**src/design/dramio_regs.svh**
```systemverilog
// constants for the direct ram parallel in/out block
`ifndef DRAMIO_REGS_SVH
`define DRAMIO_REGS_SVH

// default transmit source and capture destination addresses
`define DRAMIO_SRC_ADDR      32'h1800_1000
`define DRAMIO_DST_ADDR      32'h1800_0000
// bytes moved per run, both directions
`define DRAMIO_COUNT         9'h100
// setup and hold in peripheral clock cycles
`define DRAMIO_SETUP_PCK     4'h2
`define DRAMIO_HOLD_PCK      4'h2
// strobe active width in peripheral clock cycles
`define DRAMIO_STROBE_PCK    4'h1
// clock periods in ns and the derived mclk cycles per peripheral cycle
`define DRAMIO_MCLK_NS       5
`define DRAMIO_PCK_NS        25
`define DRAMIO_PCK_DIV       ((`DRAMIO_PCK_NS + `DRAMIO_MCLK_NS - 1) / `DRAMIO_MCLK_NS)
// strobe polarity encodings
`define DRAMIO_POL_LOW       1'h0
`define DRAMIO_POL_HIGH      1'h1
// event edge encodings
`define DRAMIO_EDGE_NONE     2'h0
`define DRAMIO_EDGE_RISE     2'h1
`define DRAMIO_EDGE_FALL     2'h2
`define DRAMIO_EDGE_BOTH     2'h3

`endif

```
**src/design/dramio_pkg.sv**
```systemverilog
// types shared by the direct ram parallel in/out block
`default_nettype none
package dramio_pkg;

	// output port configuration
	typedef struct packed {
		logic        strobePol;   // 1: strobe active high
		logic        strobePinSel; // strobe pin function selected
		logic        irqMask;     // 1: interrupt request masked
		logic [3:0]  setupPck;    // setup in peripheral cycles
		logic [3:0]  holdPck;     // hold in peripheral cycles
		logic [31:0] srcAddr;     // first ram address to send
		logic [8:0]  count;       // bytes per run
	} dramio_outcfg_s;

	// input port configuration
	typedef struct packed {
		logic [1:0]  edgeSel;     // event edge type
		logic        bankSel;     // address counter in use
		logic [31:0] dstAddr;     // first ram address to fill
		logic [8:0]  count;       // bytes per run
	} dramio_incfg_s;

	// output port sequencer states
	typedef enum logic [2:0] {
		DRAMIO_IDLE   = 3'h0,
		DRAMIO_FETCH  = 3'h1,
		DRAMIO_LATCH  = 3'h2,
		DRAMIO_SETUP  = 3'h3,
		DRAMIO_STROBE = 3'h4,
		DRAMIO_HOLD   = 3'h5,
		DRAMIO_DONE   = 3'h6
	} dramio_state_e;

endpackage : dramio_pkg
`default_nettype wire

```
**src/design/dramio_capture.sv**
```systemverilog
// input port: edge-triggered byte capture into system ram
`default_nettype none
`include "dramio_regs.svh"
module dramio_capture (
	input  wire logic                  mclk,
	input  wire logic                  rst_b,
	input  wire dramio_pkg::dramio_incfg_s cfg,
	input  wire logic                  captureEnable,
	input  wire logic                  inputEventPin,
	input  wire logic [7:0]            inputDataBus,
	output logic                       ramWrEn,
	output logic [31:0]                ramWrAddr,
	output logic [7:0]                 ramWrData,
	output logic                       captureDone
);

	logic       evPrev;          // event level of the previous edge
	logic [8:0] taken;           // bytes captured this run
	logic [8:0] bankOfs [2];     // per-bank address counters
	logic [8:0] next_bankOfs [2];
	logic       next_evPrev;
	logic [8:0] next_taken;
	logic       next_done;
	logic       next_wrEn;
	logic [31:0] next_wrAddr;
	logic [7:0] next_wrData;
	logic       hit;             // a selected edge seen now
	logic       rise;
	logic       fall;

	// edge detect, bank counters and ram write
	always_comb begin
		rise = ~evPrev & inputEventPin;
		fall = evPrev & ~inputEventPin;
		unique case (cfg.edgeSel)
			`DRAMIO_EDGE_RISE: hit = rise;
			`DRAMIO_EDGE_FALL: hit = fall;
			`DRAMIO_EDGE_BOTH: hit = rise | fall;
			`DRAMIO_EDGE_NONE: hit = 1'b0;
		endcase
		next_evPrev = inputEventPin;
		next_taken  = taken;
		next_done   = captureDone;
		next_wrEn   = 1'b0;
		next_wrAddr = ramWrAddr;
		next_wrData = ramWrData;
		next_bankOfs[0] = bankOfs[0];
		next_bankOfs[1] = bankOfs[1];
		if (!captureEnable) begin
			// disabled: ignore events, rearm for a new run
			next_taken = 9'h000;
			next_done  = 1'b0;
			next_bankOfs[0] = 9'h000;
			next_bankOfs[1] = 9'h000;
		end else if (hit && !captureDone) begin
			// latch on the detecting edge, no extra delay
			next_wrEn   = 1'b1;
			next_wrData = inputDataBus;
			next_wrAddr = cfg.dstAddr + {23'h0, bankOfs[cfg.bankSel]};
			next_bankOfs[cfg.bankSel] = bankOfs[cfg.bankSel] + 9'h001;
			next_taken  = taken + 9'h001;
			if (next_taken == cfg.count) begin
				next_done = 1'b1;
			end
		end
	end

	// registers of the capture path
	always_ff @(posedge mclk or negedge rst_b) begin
		if (!rst_b) begin
			evPrev      <= 1'b1;
			taken       <= 9'h000;
			captureDone <= 1'b0;
			ramWrEn     <= 1'b0;
			ramWrAddr   <= 32'h0000_0000;
			ramWrData   <= 8'h00;
			bankOfs[0]  <= 9'h000;
			bankOfs[1]  <= 9'h000;
		end else begin
			evPrev      <= next_evPrev;
			taken       <= next_taken;
			captureDone <= next_done;
			ramWrEn     <= next_wrEn;
			ramWrAddr   <= next_wrAddr;
			ramWrData   <= next_wrData;
			bankOfs[0]  <= next_bankOfs[0];
			bankOfs[1]  <= next_bankOfs[1];
		end
	end

endmodule : dramio_capture
`default_nettype wire

```
**src/design/dramio_top.sv**
```systemverilog
// direct ram parallel port pair: strobed output and event capture
`default_nettype none
`include "dramio_regs.svh"
module dramio_top (
	input  wire logic                   mclk,
	input  wire logic                   rst_b,
	input  wire dramio_pkg::dramio_outcfg_s outCfg,
	input  wire dramio_pkg::dramio_incfg_s  inCfg,
	input  wire logic                   outputEnable,
	input  wire logic                   captureEnable,
	output logic                        ramRdEn,
	output logic [31:0]                 ramRdAddr,
	input  wire logic [7:0]             ramRdData,
	output logic [7:0]                  outputDataBus,
	output logic                        outputDataOe,
	output logic                        outputStrobe,
	output logic                        outputStrobeOe,
	output logic                        outputIrq,
	output logic                        outputDone,
	input  wire logic                   inputEventPin,
	input  wire logic [7:0]             inputDataBus,
	output logic                        ramWrEn,
	output logic [31:0]                 ramWrAddr,
	output logic [7:0]                  ramWrData,
	output logic                        captureDone
);

	localparam int PCK_DIV = `DRAMIO_PCK_DIV; // mclk cycles per pck
	// the peripheral clock is a fixed division of mclk, so every
	// peripheral-cycle setting below is scaled by this ratio
	// a ratio that does not divide evenly rounds up, so a setup or
	// hold interval is never shorter than asked for
	// the capture side samples on mclk, faster than the event pin moves

	// sequencer state and its phase countdown: loaded on entry to a
	// phase, the phase ends when the countdown reaches one
	dramio_pkg::dramio_state_e state;      // output sequencer state
	dramio_pkg::dramio_state_e next_state;
	logic [7:0] timer;                     // phase countdown, mclk cycles
	logic [7:0] next_timer;
	logic [8:0] sent;                      // bytes sent this run
	logic [8:0] next_sent;
	logic [7:0] next_data;
	logic       strobeOn;                  // strobe asserted, logical
	logic       next_strobeOn;
	logic       irqPend;                   // run finished, not yet rearmed
	logic       next_irqPend;
	// phase lengths in mclk cycles: setup and hold from the configuration, width from the fixed strobe setting
	logic [7:0] setupCycles;
	logic [7:0] holdCycles;
	logic [7:0] widthCycles;

	// peripheral-cycle settings scaled to mclk cycles
	// every four-bit setting times the present ratio stays below 256,
	// so the narrowing to eight bits loses nothing
	// the strobe width is fixed at one peripheral cycle
	always_comb begin
		setupCycles = 8'(32'(outCfg.setupPck) * PCK_DIV);
		holdCycles  = 8'(32'(outCfg.holdPck) * PCK_DIV);
		widthCycles = 8'(32'(`DRAMIO_STROBE_PCK) * PCK_DIV);
	end

	// per byte: FETCH issues the ram read, LATCH puts the answer on
	// the data pins, SETUP waits, STROBE drives the strobe active,
	// HOLD keeps the data after the trailing edge
	// the byte count advances at the end of HOLD, so the next address
	// is ready in time for the next FETCH
	// a finished run waits in DONE; only a dropped enable rearms it
	// output sequencer: fetch, setup, strobe, hold, per byte
	always_comb begin
		// by default hold the state and count the phase timer down
		next_state    = state;
		next_timer    = (timer > 8'h01) ? timer - 8'h01 : 8'h00;
		next_sent     = sent;
		next_data     = outputDataBus;
		// the strobe drops unless a phase below keeps it up
		next_strobeOn = 1'b0;
		next_irqPend  = irqPend;
		ramRdEn       = 1'b0;
		// the read address follows the count of bytes already sent
		ramRdAddr     = outCfg.srcAddr + {23'h0, sent};
		unique case (state)
			dramio_pkg::DRAMIO_IDLE: begin
				// wait for output enable; no ram read, the strobe stays inactive
				next_sent = 9'h000;
				if (outputEnable) begin
					next_state = dramio_pkg::DRAMIO_FETCH;
				end
			end
			dramio_pkg::DRAMIO_FETCH: begin
				// one-cycle ram read of the next byte
				ramRdEn    = 1'b1;
				next_state = dramio_pkg::DRAMIO_LATCH;
			end
			dramio_pkg::DRAMIO_LATCH: begin
				// present data, then wait the setup time
				// ram answers one cycle after the read enable
				next_data  = ramRdData;
				next_timer = setupCycles;
				next_state = dramio_pkg::DRAMIO_SETUP;
			end
			dramio_pkg::DRAMIO_SETUP: begin
				// data already on the pins; count the setup time down
				if (timer <= 8'h01) begin
					// setup done: raise the strobe
					next_strobeOn = 1'b1;
					next_timer    = widthCycles;
					next_state    = dramio_pkg::DRAMIO_STROBE;
				end
			end
			dramio_pkg::DRAMIO_STROBE: begin
				// strobe active; data held through its trailing edge
				if (timer <= 8'h01) begin
					next_timer = holdCycles;
					next_state = dramio_pkg::DRAMIO_HOLD;
				end else begin
					// keep the strobe active until the width runs out
					next_strobeOn = 1'b1;
				end
			end
			dramio_pkg::DRAMIO_HOLD: begin
				// strobe inactive, data still held on the pins
				if (timer <= 8'h01) begin
					next_sent = sent + 9'h001;
					if (next_sent == outCfg.count) begin
						// last byte: stop and flag the end of the run
						next_state   = dramio_pkg::DRAMIO_DONE;
						next_irqPend = 1'b1;
					end else begin
						// more to send: fetch the next byte
						next_state = dramio_pkg::DRAMIO_FETCH;
					end
				end
			end
			dramio_pkg::DRAMIO_DONE: begin
				// stopped; clearing enable rearms for another run
				if (!outputEnable) begin
					next_irqPend = 1'b0;
					next_state   = dramio_pkg::DRAMIO_IDLE;
				end
			end
			default: begin
				// unused code: recover to idle
				next_state = dramio_pkg::DRAMIO_IDLE;
			end
		endcase
	end

	// reset leaves the strobe inactive and the pins at zero, so the
	// far side sees no transfer until an enable has been seen
	// output sequencer registers
	always_ff @(posedge mclk or negedge rst_b) begin
		if (!rst_b) begin
			// asynchronous reset to idle
			state         <= dramio_pkg::DRAMIO_IDLE;
			timer         <= 8'h00;
			sent          <= 9'h000;
			outputDataBus <= 8'h00;
			strobeOn      <= 1'b0;
			irqPend       <= 1'b0;
		end else begin
			// register the next values
			state         <= next_state;
			timer         <= next_timer;
			sent          <= next_sent;
			outputDataBus <= next_data;
			strobeOn      <= next_strobeOn;
			irqPend       <= next_irqPend;
		end
	end

	// polarity only changes how the logical strobe shows on the pin;
	// with the idle logical strobe low, the pin rests at the inactive
	// level for either polarity setting
	// the done flag shows even when the request is masked, so a
	// polling controller still sees the end of a run
	// pin levels: polarity, pin function, masked request
	always_comb begin
		outputStrobe   = (outCfg.strobePol == `DRAMIO_POL_HIGH) ?
			strobeOn : ~strobeOn;
		outputStrobeOe = outCfg.strobePinSel;
		// data pins driven whenever the strobe pin function is on
		outputDataOe   = outCfg.strobePinSel;
		outputDone     = irqPend;
		// the mask gates only the request, never the done flag
		outputIrq      = irqPend & ~outCfg.irqMask;
	end

	// the capture engine shares clock and reset and has no link to the
	// output sequencer; in loop-back the strobe reaches it only
	// through the far-side wiring
	// input port capture engine
	dramio_capture capture (
		.mclk          (mclk),
		.rst_b         (rst_b),
		.cfg           (inCfg),
		.captureEnable (captureEnable),
		.inputEventPin (inputEventPin),
		.inputDataBus  (inputDataBus),
		.ramWrEn       (ramWrEn),
		.ramWrAddr     (ramWrAddr),
		.ramWrData     (ramWrData),
		.captureDone   (captureDone)
	);

endmodule : dramio_top
`default_nettype wire

```
**config.mk**
```make
export PLATFORM = sky130hd
export DESIGN_NAME = dramio_top
export DESIGN_NICKNAME = d
export VERILOG_FILES = /design/src/design/dramio_pkg.sv /design/src/design/dramio_capture.sv /design/src/design/dramio_top.sv
export VERILOG_INCLUDE_DIRS = /design/src /design/src/design
export SDC_FILE = /design/constraint.sdc
export NUM_CORES = 1
export LEC_CHECK = 0
export BUFFER_PORTS_ARGS = -buffer_cell sky130_fd_sc_hd__buf_4
export CAP_MARGIN = 40
export CORE_UTILIZATION = 53
export DETAILED_ROUTE_END_ITERATION = 8
export GPL_TIMING_DRIVEN = 0
export PLACE_DENSITY = 0.9
export SLEW_MARGIN = 0
export SYNTH_ARGS = -nofsm -noshare
export SYNTH_HDL_FRONTEND = slang
export SYNTH_SLANG_ARGS = --single-unit
```
**constraint.sdc**
```tcl
create_clock -name mclk -period 3.3 [get_ports mclk]
set_input_delay 0.495 -clock mclk [delete_from_list [all_inputs] [get_ports mclk]]
set_output_delay 0.495 -clock mclk [all_outputs]
set_load 0.03 [all_outputs]
```
; ---- Word-level counts from Yosys, hierarchy flattened
; Index checks and enable logic that the tools add are counted.
[classes]
addsub = 6
mul = 2
n_lt_le_gt_ge = 4
eq_ne = 19
n_mux = 38
n_bitwise = 9
n_reduce_logical = 12
[ops]
columns = operator, count
row1 = $add A32 B9 Y32, 2
row2 = $mux W9, 7
row3 = $mux W18, 2
row4 = $add A9 B1 Y9 const B, 3
row5 = $mux W8, 3
row6 = $pmux W8 S3, 1
row7 = $pmux W3 S7, 1
row8 = $bwmux W18, 1
row9 = $eq A9 B9 Y1, 2
row10 = $mux W3, 6
row11 = $pmux W9 S2, 1
row12 = $mul A4 B3 Y7 const B, 2
row13 = $mux W1, 12
row14 = $ne A2 B2 Y1 const B, 6
row15 = $demux W9 S1, 1
row16 = $eq A3 B3 Y1 const B, 3
row17 = $gt A8 B1 Y1 const B, 1
row18 = $le A8 B1 Y1 const B, 1
row19 = $sub A8 B1 Y8 const B, 1
row20 = $eq A3 B2 Y1 const B, 2
row21 = $reduce_and A2 Y1, 3
row22 = $reduce_and A5 Y1, 1
row23 = $eq A2 B2 Y1 const B, 2
row24 = $ne A2 B1 Y1 const B, 2
row25 = other kinds (16), 24
[totals]
register_bits = 100
inputBits = 117
out_inout_bits = 88
wordCells = 104

; ---- Depth between registers and ports, before layout
; Gate-level depths: netlist (run 1).
[logic_depth]
depth_word = 8
ltp_mapped = 12
mapped_depth_nobuf = 9

; ---- Modules after synthesis
; A second synthesis (run 1) with hierarchy kept.
[hier_totals]
hier_cells = 823
area_unflattened_um2 = 7327.0
[modules_own_cells]
columns = module, n_inst, cells_per_inst, area_each_um2, seq_area_each_um2
row1 = dramio_capture, 1, 461, 4316.6, 1752.9
row2 = dramio_top, 1, 362, 3010.4, 750.7

; ---- Least setup slack after synthesis (run 1)
; OpenSTA, ideal clock, no wires.
[synth_path]
path_kind = input-to-reg
start = in inCfg[41] (netlist bit)
end = reg capture.ramWrAddr[29]
setup_ps = 82
t_arrival_ps = 3355
t_required_ps = 3218
slack_ps = -137
path_stages = 11
n_path_buf = 3
cell_sequence = clkbuf_1 -> clkbuf_1 -> clkbuf_1 -> mux2_2 -> ha_1 -> a21o_1 -> nand4_1 -> a21oi_1 -> o2111ai_1 -> or3_1 -> a31oi_1
[synth_between]
elab_chain_cells = 5
[synth_rtl]
columns = element, line
row1 = "start, declared", dramio_top.sv:8  ; input wire dramio_pkg::dramio_incfg_s inCfg,
row2 = $not A1 Y2 (not written as such), dramio_capture.sv:59  ; next_wrAddr = cfg.dstAddr + {23'h0, bankOfs[cfg.bankSel]};
row3 = $mux W9 (not written as such) (3 in series), dramio_capture.sv:59
row4 = $add A32 B9 Y32, dramio_capture.sv:59
row5 = "end signal, assigned", dramio_capture.sv:84  ; ramWrAddr <= next_wrAddr;
row6 = "end, declared", dramio_capture.sv:12  ; output logic [31:0] ramWrAddr,
; Every way passes these cells. The select of a mux whose other input is x is not followed.
; A chain may end at the register's enable or synchronous reset.

; ---- Final worst setup path (run 1)
[layout_path]
start = reg sent[0]
end = out ramRdAddr[18]
[layout_between]
elab_chain_cells = 1
[layout_rtl]
columns = element, line
row1 = "start, declared", dramio_top.sv:41  ; logic [8:0] sent;
row2 = "start signal, assigned", dramio_top.sv:165  ; sent <= next_sent;
row3 = $add A32 B9 Y32, dramio_top.sv:81  ; ramRdAddr = outCfg.srcAddr + {23'h0, sent};
row4 = "end, declared", dramio_top.sv:12  ; output logic [31:0] ramRdAddr,
; Every way passes these cells.

==> results.py, run 1 <==
metrics = {
    "global_route": {
        "antenna_found_initial": 0,
        "grt_usage": 0.281,
        "met2_usage": 0.490,
        "busiest_layer": "met2",
        "grt_pass1_vias": 6202,
        "use_met1": 0.345,
        "grt-ovfl-total": 0,
        "grt_max_degree": 55,
        "met3_usage": 0.0533,
        "grt_pass1_wl_um": 29600,
    },
    "setup_path": {
        "slowest_stage": "dfrtp_2",
        "cp.arrival_ns": 2.68,
        "path_common_cell": "a21o_1",
        "crit_type": "register to output pin",
        "slowest_delay_ns": 0.44,
        "endpoint_kind": "output pin",
        "critPathRequiredTime_ns": 2.80,
        "start_kind": "register",
        "critPathMaxFanout": 6,
        "worstPathCellList": "ha_1 -> fa_1 -> a21o_1 -> a21oi_4 -> o21ai_2 -> a21o_1 -> nand4_1 -> xnor2_1 -> buf_4",
    },
    "timing": {
        "maxSlewViolCount": 0,
        "finalHoldViolCount": 0,
        "min_period_ns": 3.17,
        "worst_pin_slew_ns": 0.888,
        "rsz0062_at_grt": "no",
        "max_freq_mhz": 315,
        "finalSetupViolCount": 0,
        "fin_worst_skew_ns": 0.00907,
        "finalCritPeriodShare": 0.961,
        "slew_headroom": 0.402,
    },
    "synthesis": {
        "ys_types": 65,
        "ys.flop_type": "dfrtp_1",
        "syn_area_per_cell_um2": 8.93,
        "synth_top_cell_by_area": "dfrtp_1",
        "yosysMostFrequentCell": "dfrtp_1",
        "synth_edf_count": 0,
        "synth.cell_area_um2": 6880,
        "synth_nets": 924,
        "synthAdderAreaFrac": 0.0717,
        "synth.mux.area_fraction": 0.0407,
        "synth_top_family_by_area": "simple AND/OR/NAND/NOR gates",
        "yosys_warnings": 0,
        "synth-seq-cells": 100,
        "synthTopCellsByCount": "99 x dfrtp_1, 98 x nand2_1, 60 x o21ai_0",
        "synth_compound_area_frac": 0.149,
        "synth_top_area_frac": 0.360,
        "synth.area.top_cells": "dfrtp_1 36%, xnor2_1 7.1%, xor2_1 6.9%",
        "synth-simple-area-share": 0.204,
        "ys_async_sr_fraction": 1.00,
        "yosysSeqAreaShare": 0.364,
        "synthXorXnorAreaFrac": 0.140,
        "synthCells": 770,
    },
    "place": {
        "globalplace.congestion": 0.903,
        "hpwlAfterDp_um": 14100,
        "placed_cells": 1145,
        "io_buffers": 202,
    },
    "power_and_ir_drop": {
        "irDropWorstVdd_mv": 0.321,
        "p_per_area_nw_per_um2": 553,
        "power_mw": 5.00,
        "p_leak_nw": 4.24,
    },
    "floorplan": {
        "die_x_um": 116,
        "fp.dieH_um": 116,
        "io_pins": 205,
        "initial_utilization": 0.545,
        "num_rows": 41,
        "coreArea_um2": 12600,
        "dieArea_um2": 13400,
    },
    "final_layout": {
        "fin_util": 0.716,
        "drive_gt1_frac": 0.265,
        "diodes": 0,
        "area_growth_syn_to_layout_pct": 31.3,
        "nets": 1138,
        "stdcell_count": 1160,
    },
    "run": {
        "drv_cap": 0,
    },
    "cts": {
        "cts_sinks": 100,
        "cts_max_level": 3,
        "clock_latency_ns": 0.35,
        "cts_buffers": 9,
        "clk_root_buffer_cell": "clkbuf_16",
        "cts.path.max_buffers": 2,
        "cts_hold_buffers": 0,
        "cts_tree": "built",
        "clk_pin_slew_ns": 0.07,
    },
    "hold_path": {
        "hp-class": "input port to async pin",
    },
    "route": {
        "drc": 0,
        "wl_per_cell_um": 16.4,
        "wl_um": 19000,
        "drtAntennaViolNets": 0,
        "num_vias": 6658,
        "via_per_inst": 5.74,
        "drt_iter0_drc": 440,
        "firstDrtPassIters": 4,
    },
    "run_status": {
        "status": "finished clean",
    },
}
[metal layers]
layer,wire length [um],part of all wire,vias to the layer above
met2,9830,0.52,257
met1,7550,0.40,3202
met3,1070,0.056,53
met4,536,0.028,0
li1,-,-,3146
met5,0,0,-
[cell usage in the layout, fill, tap and decap left out, drive strengths merged, types with 5 or more instances in the layout]
| cell | count |
|---|---|
| nand3 | 36 |
| o2111ai | 5 |
| o21a | 8 |
| mux2i | 10 |
| inv | 20 |
| nor3b | 6 |
| a21oi | 34 |
| nand4 | 11 |
| o21ai | 61 |
| xnor2 | 56 |
| o211ai | 6 |
| buf | 214 |
| and4 | 6 |
| nor4 | 5 |
| and3 | 17 |
| nand2 | 98 |
| nor3 | 23 |
| mux2 | 16 |
| dfrtp | 99 |
| or3 | 8 |
| nor2 | 42 |
| a21o | 12 |
| clkbuf | 32 |
| xor2 | 54 |
| nand3b | 6 |
| nor2b | 7 |
| and2 | 9 |
| a31oi | 5 |
| ha | 33 |
[power breakdown]
| part | internal [mW] | leakage, nW | switching (mW) | total, mW |
|---|---|---|---|---|
| logic | 0.845 | 2.80 | 1.27 | 2.12 |
| registers | 1.47 | 1.27 | 0.179 | 1.65 |
| clock network | 0.744 | 0.164 | 0.484 | 1.23 |
[final timing paths]
check | from | end | slack (ns) | depth (start not counted)
setup / recovery | sent[0] | ramRdAddr[18] | 0.13 | 9
hold / removal | rst_b | capture.taken[6] | 0.17 | 1
setup reg to reg | capture.evPrev | capture.ramWrData[3] | 0.65 | 9
hold reg to reg | capture.ramWrData[0] | capture.ramWrData[0] | 0.48 | 2
min in group mclk | inputEventPin | capture.evPrev | 0.27 | 1
max in group asynchronous | rst_b | timer[5] | 2.45 | 2
[sequential cells by signal (all words and copies together), names as in the netlist]
signal               cells
capture.bankOfs         18
capture.captureDone      1
capture.evPrev           1
capture.ramWrAddr       32
capture.ramWrData        8
capture.ramWrEn          1
capture.taken            9
outputDataBus            8
outputDone               1
sent                     9
state                    3
strobeOn                 1
timer                    8
[area by class of cell]
cell class,instances,area [um2]
Fill cell,988,3580
Inverter,20,75.1
Timing Repair Buffer,205,1560
Sequential cell,100,2500
Clock buffer,10,229
Clock inverter,5,108
Buffer,31,135
Multi-Input combinational cell,617,4210
Tap cell,172,215
[stage by stage]
step	TNS, ns	cell area (um2)	setup WS (ns)	hold slack (ns)
floorplan	0	6880	0.0227	0.199
global placement	-7.34	8620	-0.490	0.460
detailed placement	-9.33	8640	-0.573	0.463
CTS	0	9000	0.00749	0.190
global route	0	9030	0.0229	0.211
finish	0	9030	0.129	0.168
[worst max-delay path: cells and delay by family (launching register included)]
kind	cells	cell delay, ns
compound gates	4	0.77
xor+xnor	1	0.14
fa+ha+maj	2	0.64
buf+inv	1	0.18
flops	1	0.44
simple gates	1	0.14
[cell families after synthesis]
family / count (synthesis)
AND/OR/NAND/NOR: 281
AO/OA/AOI/OAI: 163
XOR/XNOR: 110
flip-flops: 100
buffers and inverters: 53
adder cells (fa/ha/maj): 37
multiplexers: 26
[timing repair]
| item | 4_1_cts | 5_1_grt |
|---|---|---|
| resized for setup | 6 | 9 |
| setup endpoints to repair | 34 | 34 |
| pin swaps | 0 | 2 |
| buffers inserted | 0 | 2 |
Note: power is estimated with default switching activity, not from simulation.
==> run 2, diff against run 1 <==
Settings changed: ABC_CLOCK_PERIOD_IN_PS from default to 2600, CORE_UTILIZATION 53 to 48, PLACE_DENSITY 0.9 to 0.86.
Clock period 3.3 ns to 2.6 ns, I/O delays scaled along.
==> results.py, run 2 (synthesized netlist as in run 1, its figures left out) <==
metrics = {
    "place": {
        "place_ws_ns": -0.330,
        "globalplace.congestion": 0.898,
        "io_buffers": 202,
        "placed_area_um2": 8900,
        "hpwlAfterDp_um": 14100,
    },
    "final_layout": {
        "diodes": 0,
        "fill_cells": 1035,
        "layout_common_cells": "205 x buf_4, 94 x dfrtp_1, 93 x nand2_1",
        "regMostFlops": "capture.ramWrAddr",
        "largest_reg_flops": 32,
        "reg_top3": "capture.ramWrAddr: 32 flops, capture.bankOfs: 18 flops",
        "final_common_cell": "buf_4",
        "area_growth_syn_to_layout_pct": 41.9,
        "fin_area_um2": 9760,
        "nets": 1160,
        "drive_gt1_frac": 0.346,
    },
    "route": {
        "drt_iter0_drc": 305,
        "met1_length_um": 7860,
        "wl_met2_um": 9950,
        "via_per_inst": 5.61,
        "num_vias": 6676,
        "drtAntennaViolNets": 0,
        "wl_met3_um": 1160,
        "firstDrtPassIters": 5,
        "wl_per_cell_um": 16.3,
        "wl_um": 19400,
        "maxUsedRoutingLayer": "met4",
        "drc": 0,
    },
    "global_route": {
        "grt_max_degree": 55,
        "grt_pass1_vias": 6392,
        "grt-ovfl-total": 0,
        "grt_pass1_wl_um": 30500,
        "grt_usage": 0.260,
        "antenna_found_initial": 0,
    },
    "setup_path": {
        "crit_type": "register to output pin",
        "worstPathCellList": "ha_4 -> a21o_1 -> a21oi_2 -> o211ai_1 -> buf_4 -> a21oi_4 -> nand3b_1 -> xnor2_1 -> buf_4",
        "cp.arrival_ns": 2.51,
        "endpoint_kind": "output pin",
        "slowest_stage": "dfrtp_2",
        "start_kind": "register",
        "critPathMaxFanout": 5,
        "critPathRequiredTime_ns": 2.21,
        "path_common_cell": "buf_4",
        "slowest_delay_ns": 0.46,
    },
    "timing": {
        "fin_worst_skew_ns": 0.00616,
        "max_freq_mhz": 344,
        "maxSlewViolCount": 0,
        "finalSetupTns_ns": -3.78,
        "min_period_ns": 2.90,
        "slew_headroom": 0.424,
        "setup_ws_ns": -0.303,
        "finalSetupViolCount": 26,
        "rsz0062_at_grt": "yes",
        "finalHoldViolCount": 0,
        "finalCritPeriodShare": 1.12,
        "worst_pin_slew_ns": 0.856,
    },
    "run_status": {
        "violations": "setup timing",
        "status": "complete, but fails checks",
    },
    "cts": {
        "cts_tree": "built",
        "cts_sinks": 100,
        "cts_buffers": 9,
        "cts.path.max_buffers": 2,
        "cts_max_level": 3,
        "clock_latency_ns": 0.34,
        "clk_root_buffer_cell": "clkbuf_16",
        "clk_pin_slew_ns": 0.07,
    },
    "floorplan": {
        "io_pins": 205,
        "fp.dieH_um": 122,
        "coreArea_um2": 13900,
        "initial_utilization": 0.494,
        "dieArea_um2": 14800,
        "num_rows": 43,
        "die_x_um": 122,
    },
    "power_and_ir_drop": {
        "irDropWorstVdd_mv": 0.453,
        "power_mw": 6.45,
        "p_leak_nw": 4.54,
        "p_per_area_nw_per_um2": 661,
    },
    "hold_path": {
        "hp-class": "input port to async pin",
    },
    "run": {
        "drv_cap": 0,
    },
}
-- run 2: cell count changes in the layout (fill, tap and decap cells not counted), sizes merged --
cell,delta
clkinv,+2
inv,-2
a21oi,+1
buf,+20
clkinvlp,+2
-- run 2: cell type report --
| cell class | count | area, um2 | share of cell area |
|---|---|---|---|
| Clock buffer | 9 | 225 | 0.0231 |
| Buffer | 32 | 179 | 0.0183 |
| Multi-Input combinational cell | 618 | 4640 | 0.476 |
| Inverter | 20 | 75.1 | 0.00769 |
| Clock inverter | 7 | 115 | 0.0118 |
| Sequential cell | 100 | 2510 | 0.257 |
| Tap cell | 180 | 225 | 0.0231 |
| Timing Repair Buffer | 225 | 1790 | 0.183 |
-- run 2: repair_timing --
| action | CTS | global route |
|---|---|---|
| cloned | 1 | 0 |
| hold buffers | 0 | 0 |
| endpoints found under the setup margin | 27 | 45 |
| resized for setup | 47 | 34 |
| buffers inserted | 9 | 13 |
| pin swaps | 21 | 18 |
-- run 2: metrics by stage --
stage / utilization / hold slack [ns] / std cells
final: 0.700 / 0.0910 / 1191
after global routing: 0.700 / 0.152 / 1191
after CTS: 0.684 / 0.124 / 1179
after detailed placement: 0.639 / 0.463 / 1154
after global placement: 0.637 / 0.462 / 1152
after floorplan: - / 0.0944 / 770
-- run 2: per-layer routing --
layer	global-route usage	up-vias
met1	0.310	3215
li1	-	3186
met3	0.0445	35
met2	0.465	240
met4	0.0949	0
met5	0	-
-- run 2: worst paths after layout --
path,start,end,slack [ns],cells past startpoint
min in group mclk,inputEventPin,capture.evPrev,0.17,1
worst max register to register,capture.bankOfs[17],capture.ramWrAddr[24],0.15,9
max in group asynchronous,rst_b,capture.ramWrAddr[27],1.83,2
worst max-delay path,sent[1],ramRdAddr[27],-0.30,9
worst min register to register,capture.ramWrAddr[0],capture.ramWrAddr[0],0.48,2
worst min-delay path,rst_b,capture.taken[4],0.09,1
-- run 2: power breakdown --
| group | internal, mW | total, mW | switching [mW] |
|---|---|---|---|
| combinational | 1.18 | 2.82 | 1.64 |
| sequential | 1.87 | 2.09 | 0.221 |
| clock | 0.938 | 1.53 | 0.595 |
| total | 3.99 | 6.45 | 2.46 |
-- run 2: critical path, delay by kind of cell (launching register included) --
| kind | cells | cell delay, ns |
|---|---|---|
| adder cells (fa/ha/maj) | 1 | 0.22 |
| XOR/XNOR | 1 | 0.17 |
| AND/OR/NAND/NOR | 1 | 0.19 |
| AO/OA/AOI/OAI | 4 | 0.75 |
| flip-flops | 1 | 0.46 |
| buffers and inverters | 2 | 0.39 |
==> run 3, diff against run 2 <==
Settings changed: ABC_CLOCK_PERIOD_IN_PS 2600 to 2850, CORE_UTILIZATION 48 to 53, PLACE_DENSITY 0.86 to 0.9, SLEW_MARGIN 0 to 10.
Clock period 2.6 ns to 2.85 ns, I/O delays scaled along.
==> results.py, run 3 (synthesized netlist as in run 1, its figures left out) <==
metrics = {
    "run_status": {
        "status": "complete, but fails checks",
        "violations": "setup timing",
    },
    "route": {
        "drc": 0,
        "num_vias": 6675,
        "wl_um": 19300,
        "wl_per_cell_um": 16.5,
        "firstDrtPassIters": 5,
        "drt_iter0_drc": 457,
        "via_per_inst": 5.69,
        "drtAntennaViolNets": 0,
    },
    "place": {
        "placed_cells": 1145,
        "globalplace.congestion": 0.869,
        "io_buffers": 202,
        "place_ws_ns": -0.424,
        "hpwlAfterDp_um": 14100,
    },
    "power_and_ir_drop": {
        "irDropWorstVdd_mv": 0.496,
        "p_leak_nw": 4.28,
        "p_per_area_nw_per_um2": 620,
    },
    "cts": {
        "clk_root_buffer_cell": "clkbuf_16",
        "cts.path.max_buffers": 2,
        "cts_tree": "built",
        "cts_buffers": 9,
        "cts_max_level": 3,
        "clock_latency_ns": 0.35,
        "clk_pin_slew_ns": 0.07,
        "cts_sinks": 100,
        "cts_hold_buffers": 0,
    },
    "final_layout": {
        "nets": 1151,
        "drive_gt1_frac": 0.296,
        "fin_util": 0.733,
        "regMostFlops": "capture.ramWrAddr",
        "stdcell_count": 1173,
        "area_growth_syn_to_layout_pct": 34.5,
        "reg_top3": "capture.ramWrAddr: 32 flops, capture.bankOfs: 18 flops",
        "largest_reg_flops": 32,
        "fill_cells": 938,
        "final_common_cell": "buf_4",
        "diodes": 0,
        "layout_common_cells": "219 x buf_4, 98 x nand2_1, 94 x dfrtp_1",
    },
    "hold_path": {
        "hp-class": "input port to async pin",
    },
    "timing": {
        "finalCritPeriodShare": 1.03,
        "max_freq_mhz": 340,
        "finalHoldViolCount": 0,
        "worst_pin_slew_ns": 0.886,
        "fin_worst_skew_ns": 0.0105,
        "rsz0062_at_grt": "yes",
        "finalSetupViolCount": 11,
        "setup_ws_ns": -0.0941,
        "slew_headroom": 0.404,
        "whs_ns": 0.0819,
        "min_period_ns": 2.94,
        "maxSlewViolCount": 0,
    },
    "floorplan": {
        "num_rows": 41,
        "fp.dieH_um": 116,
        "die_x_um": 116,
        "coreArea_um2": 12600,
        "dieArea_um2": 13400,
        "io_pins": 205,
        "initial_utilization": 0.545,
    },
    "setup_path": {
        "endpoint_kind": "output pin",
        "cp.arrival_ns": 2.52,
        "critPathRequiredTime_ns": 2.42,
        "critPathMaxFanout": 6,
        "r2r-end": "capture.ramWrAddr[17]",
        "crit_type": "register to output pin",
        "crit_end": "ramRdAddr[26]",
        "r2r_slack_ns": 0.21,
        "reg2reg_depth": 9,
        "startpoint": "sent[1]",
        "start_kind": "register",
        "r2r_start": "capture.bankOfs[12]",
    },
    "global_route": {
        "grt-ovfl-total": 0,
        "grt_pass1_vias": 6386,
        "grt_max_degree": 60,
        "grt_usage": 0.291,
        "antenna_found_initial": 0,
        "grt_pass1_wl_um": 30500,
    },
    "run": {
        "drv_cap": 0,
    },
}
-- run 3: changes by cell type in the layout (fill, tap and decap cells not counted), sizes merged --
cell | before | now
bufinv | 3 | 2
clkbuf | 32 | 28
inv | 18 | 19
clkinv | 4 | 3
buf | 234 | 229
-- run 3: where the power goes --
group	internal, mW	total (mW)	leakage, nW	switching, mW
Clock	0.766	1.31	0.148	0.540
Combinational	1.02	2.50	2.87	1.49
Sequential	1.71	1.93	1.27	0.221
-- run 3: worst min path at each step --
stage	from	end	slack (ns)	cells past startpoint
finish	rst_b	capture.ramWrData[1]	0.08	1
global route	rst_b	capture.ramWrAddr[20]	0.11	1
CTS	rst_b	outputDataBus[1]	0.09	1
detailed placement	rst_b	timer[5]	0.46	1
global placement	capture.ramWrData[6]	capture.ramWrData[6]	0.46	2
floorplan	rst_b	capture.bankOfs[0]	0.13	0
-- run 3: cell type report --
| cell class | count | area [um2] | area share |
|---|---|---|---|
| clock inverter | 6 | 88.8 | 0.00960 |
| timing repair buffer | 218 | 1660 | 0.179 |
| clock buffer | 9 | 225 | 0.0243 |
| sequential | 100 | 2510 | 0.271 |
| multi-input combinational | 618 | 4350 | 0.470 |
| inverter | 20 | 75.1 | 0.00811 |
| tap | 172 | 215 | 0.0233 |
| buffer | 30 | 138 | 0.0149 |
-- run 3: what timing repair did --
item	4_1_cts	5_1_grt
pin swaps	8	17
buffers inserted	7	8
endpoints found under the setup margin	28	45
resized for setup	19	16
gates cloned	1	0
-- run 3: metrics by stage --
step	TNS, ns	area [um2]	power, mW
floorplan	-0.00478	6910	3.42
global placement	-5.59	8640	4.23
detailed placement	-8.10	8670	4.32
CTS	0	9120	5.69
global route	-2.15	9250	6.04
finish	-0.622	9250	5.74
-- run 3: critical path, stage by stage (launching register included) --
cell and delay, ns:
dfrtp_2 0.44, buf_4 0.16, fa_2 0.37, a21o_1 0.20, a21oi_2 0.21, o21ai_4 0.10
a21o_4 0.27, nand4_1 0.11, xnor2_1 0.13, buf_4 0.19
-- run 3: routing by layer --
| layer | part of all wire | global-route usage | up-vias |
|---|---|---|---|
| met3 | 0.053 | 0.0649 | 51 |
| met1 | 0.40 | 0.351 | 3191 |
| met4 | 0.026 | 0.109 | 0 |
| li1 | - | - | 3180 |
| met5 | 0 | 0 | - |
| met2 | 0.52 | 0.507 | 253 |
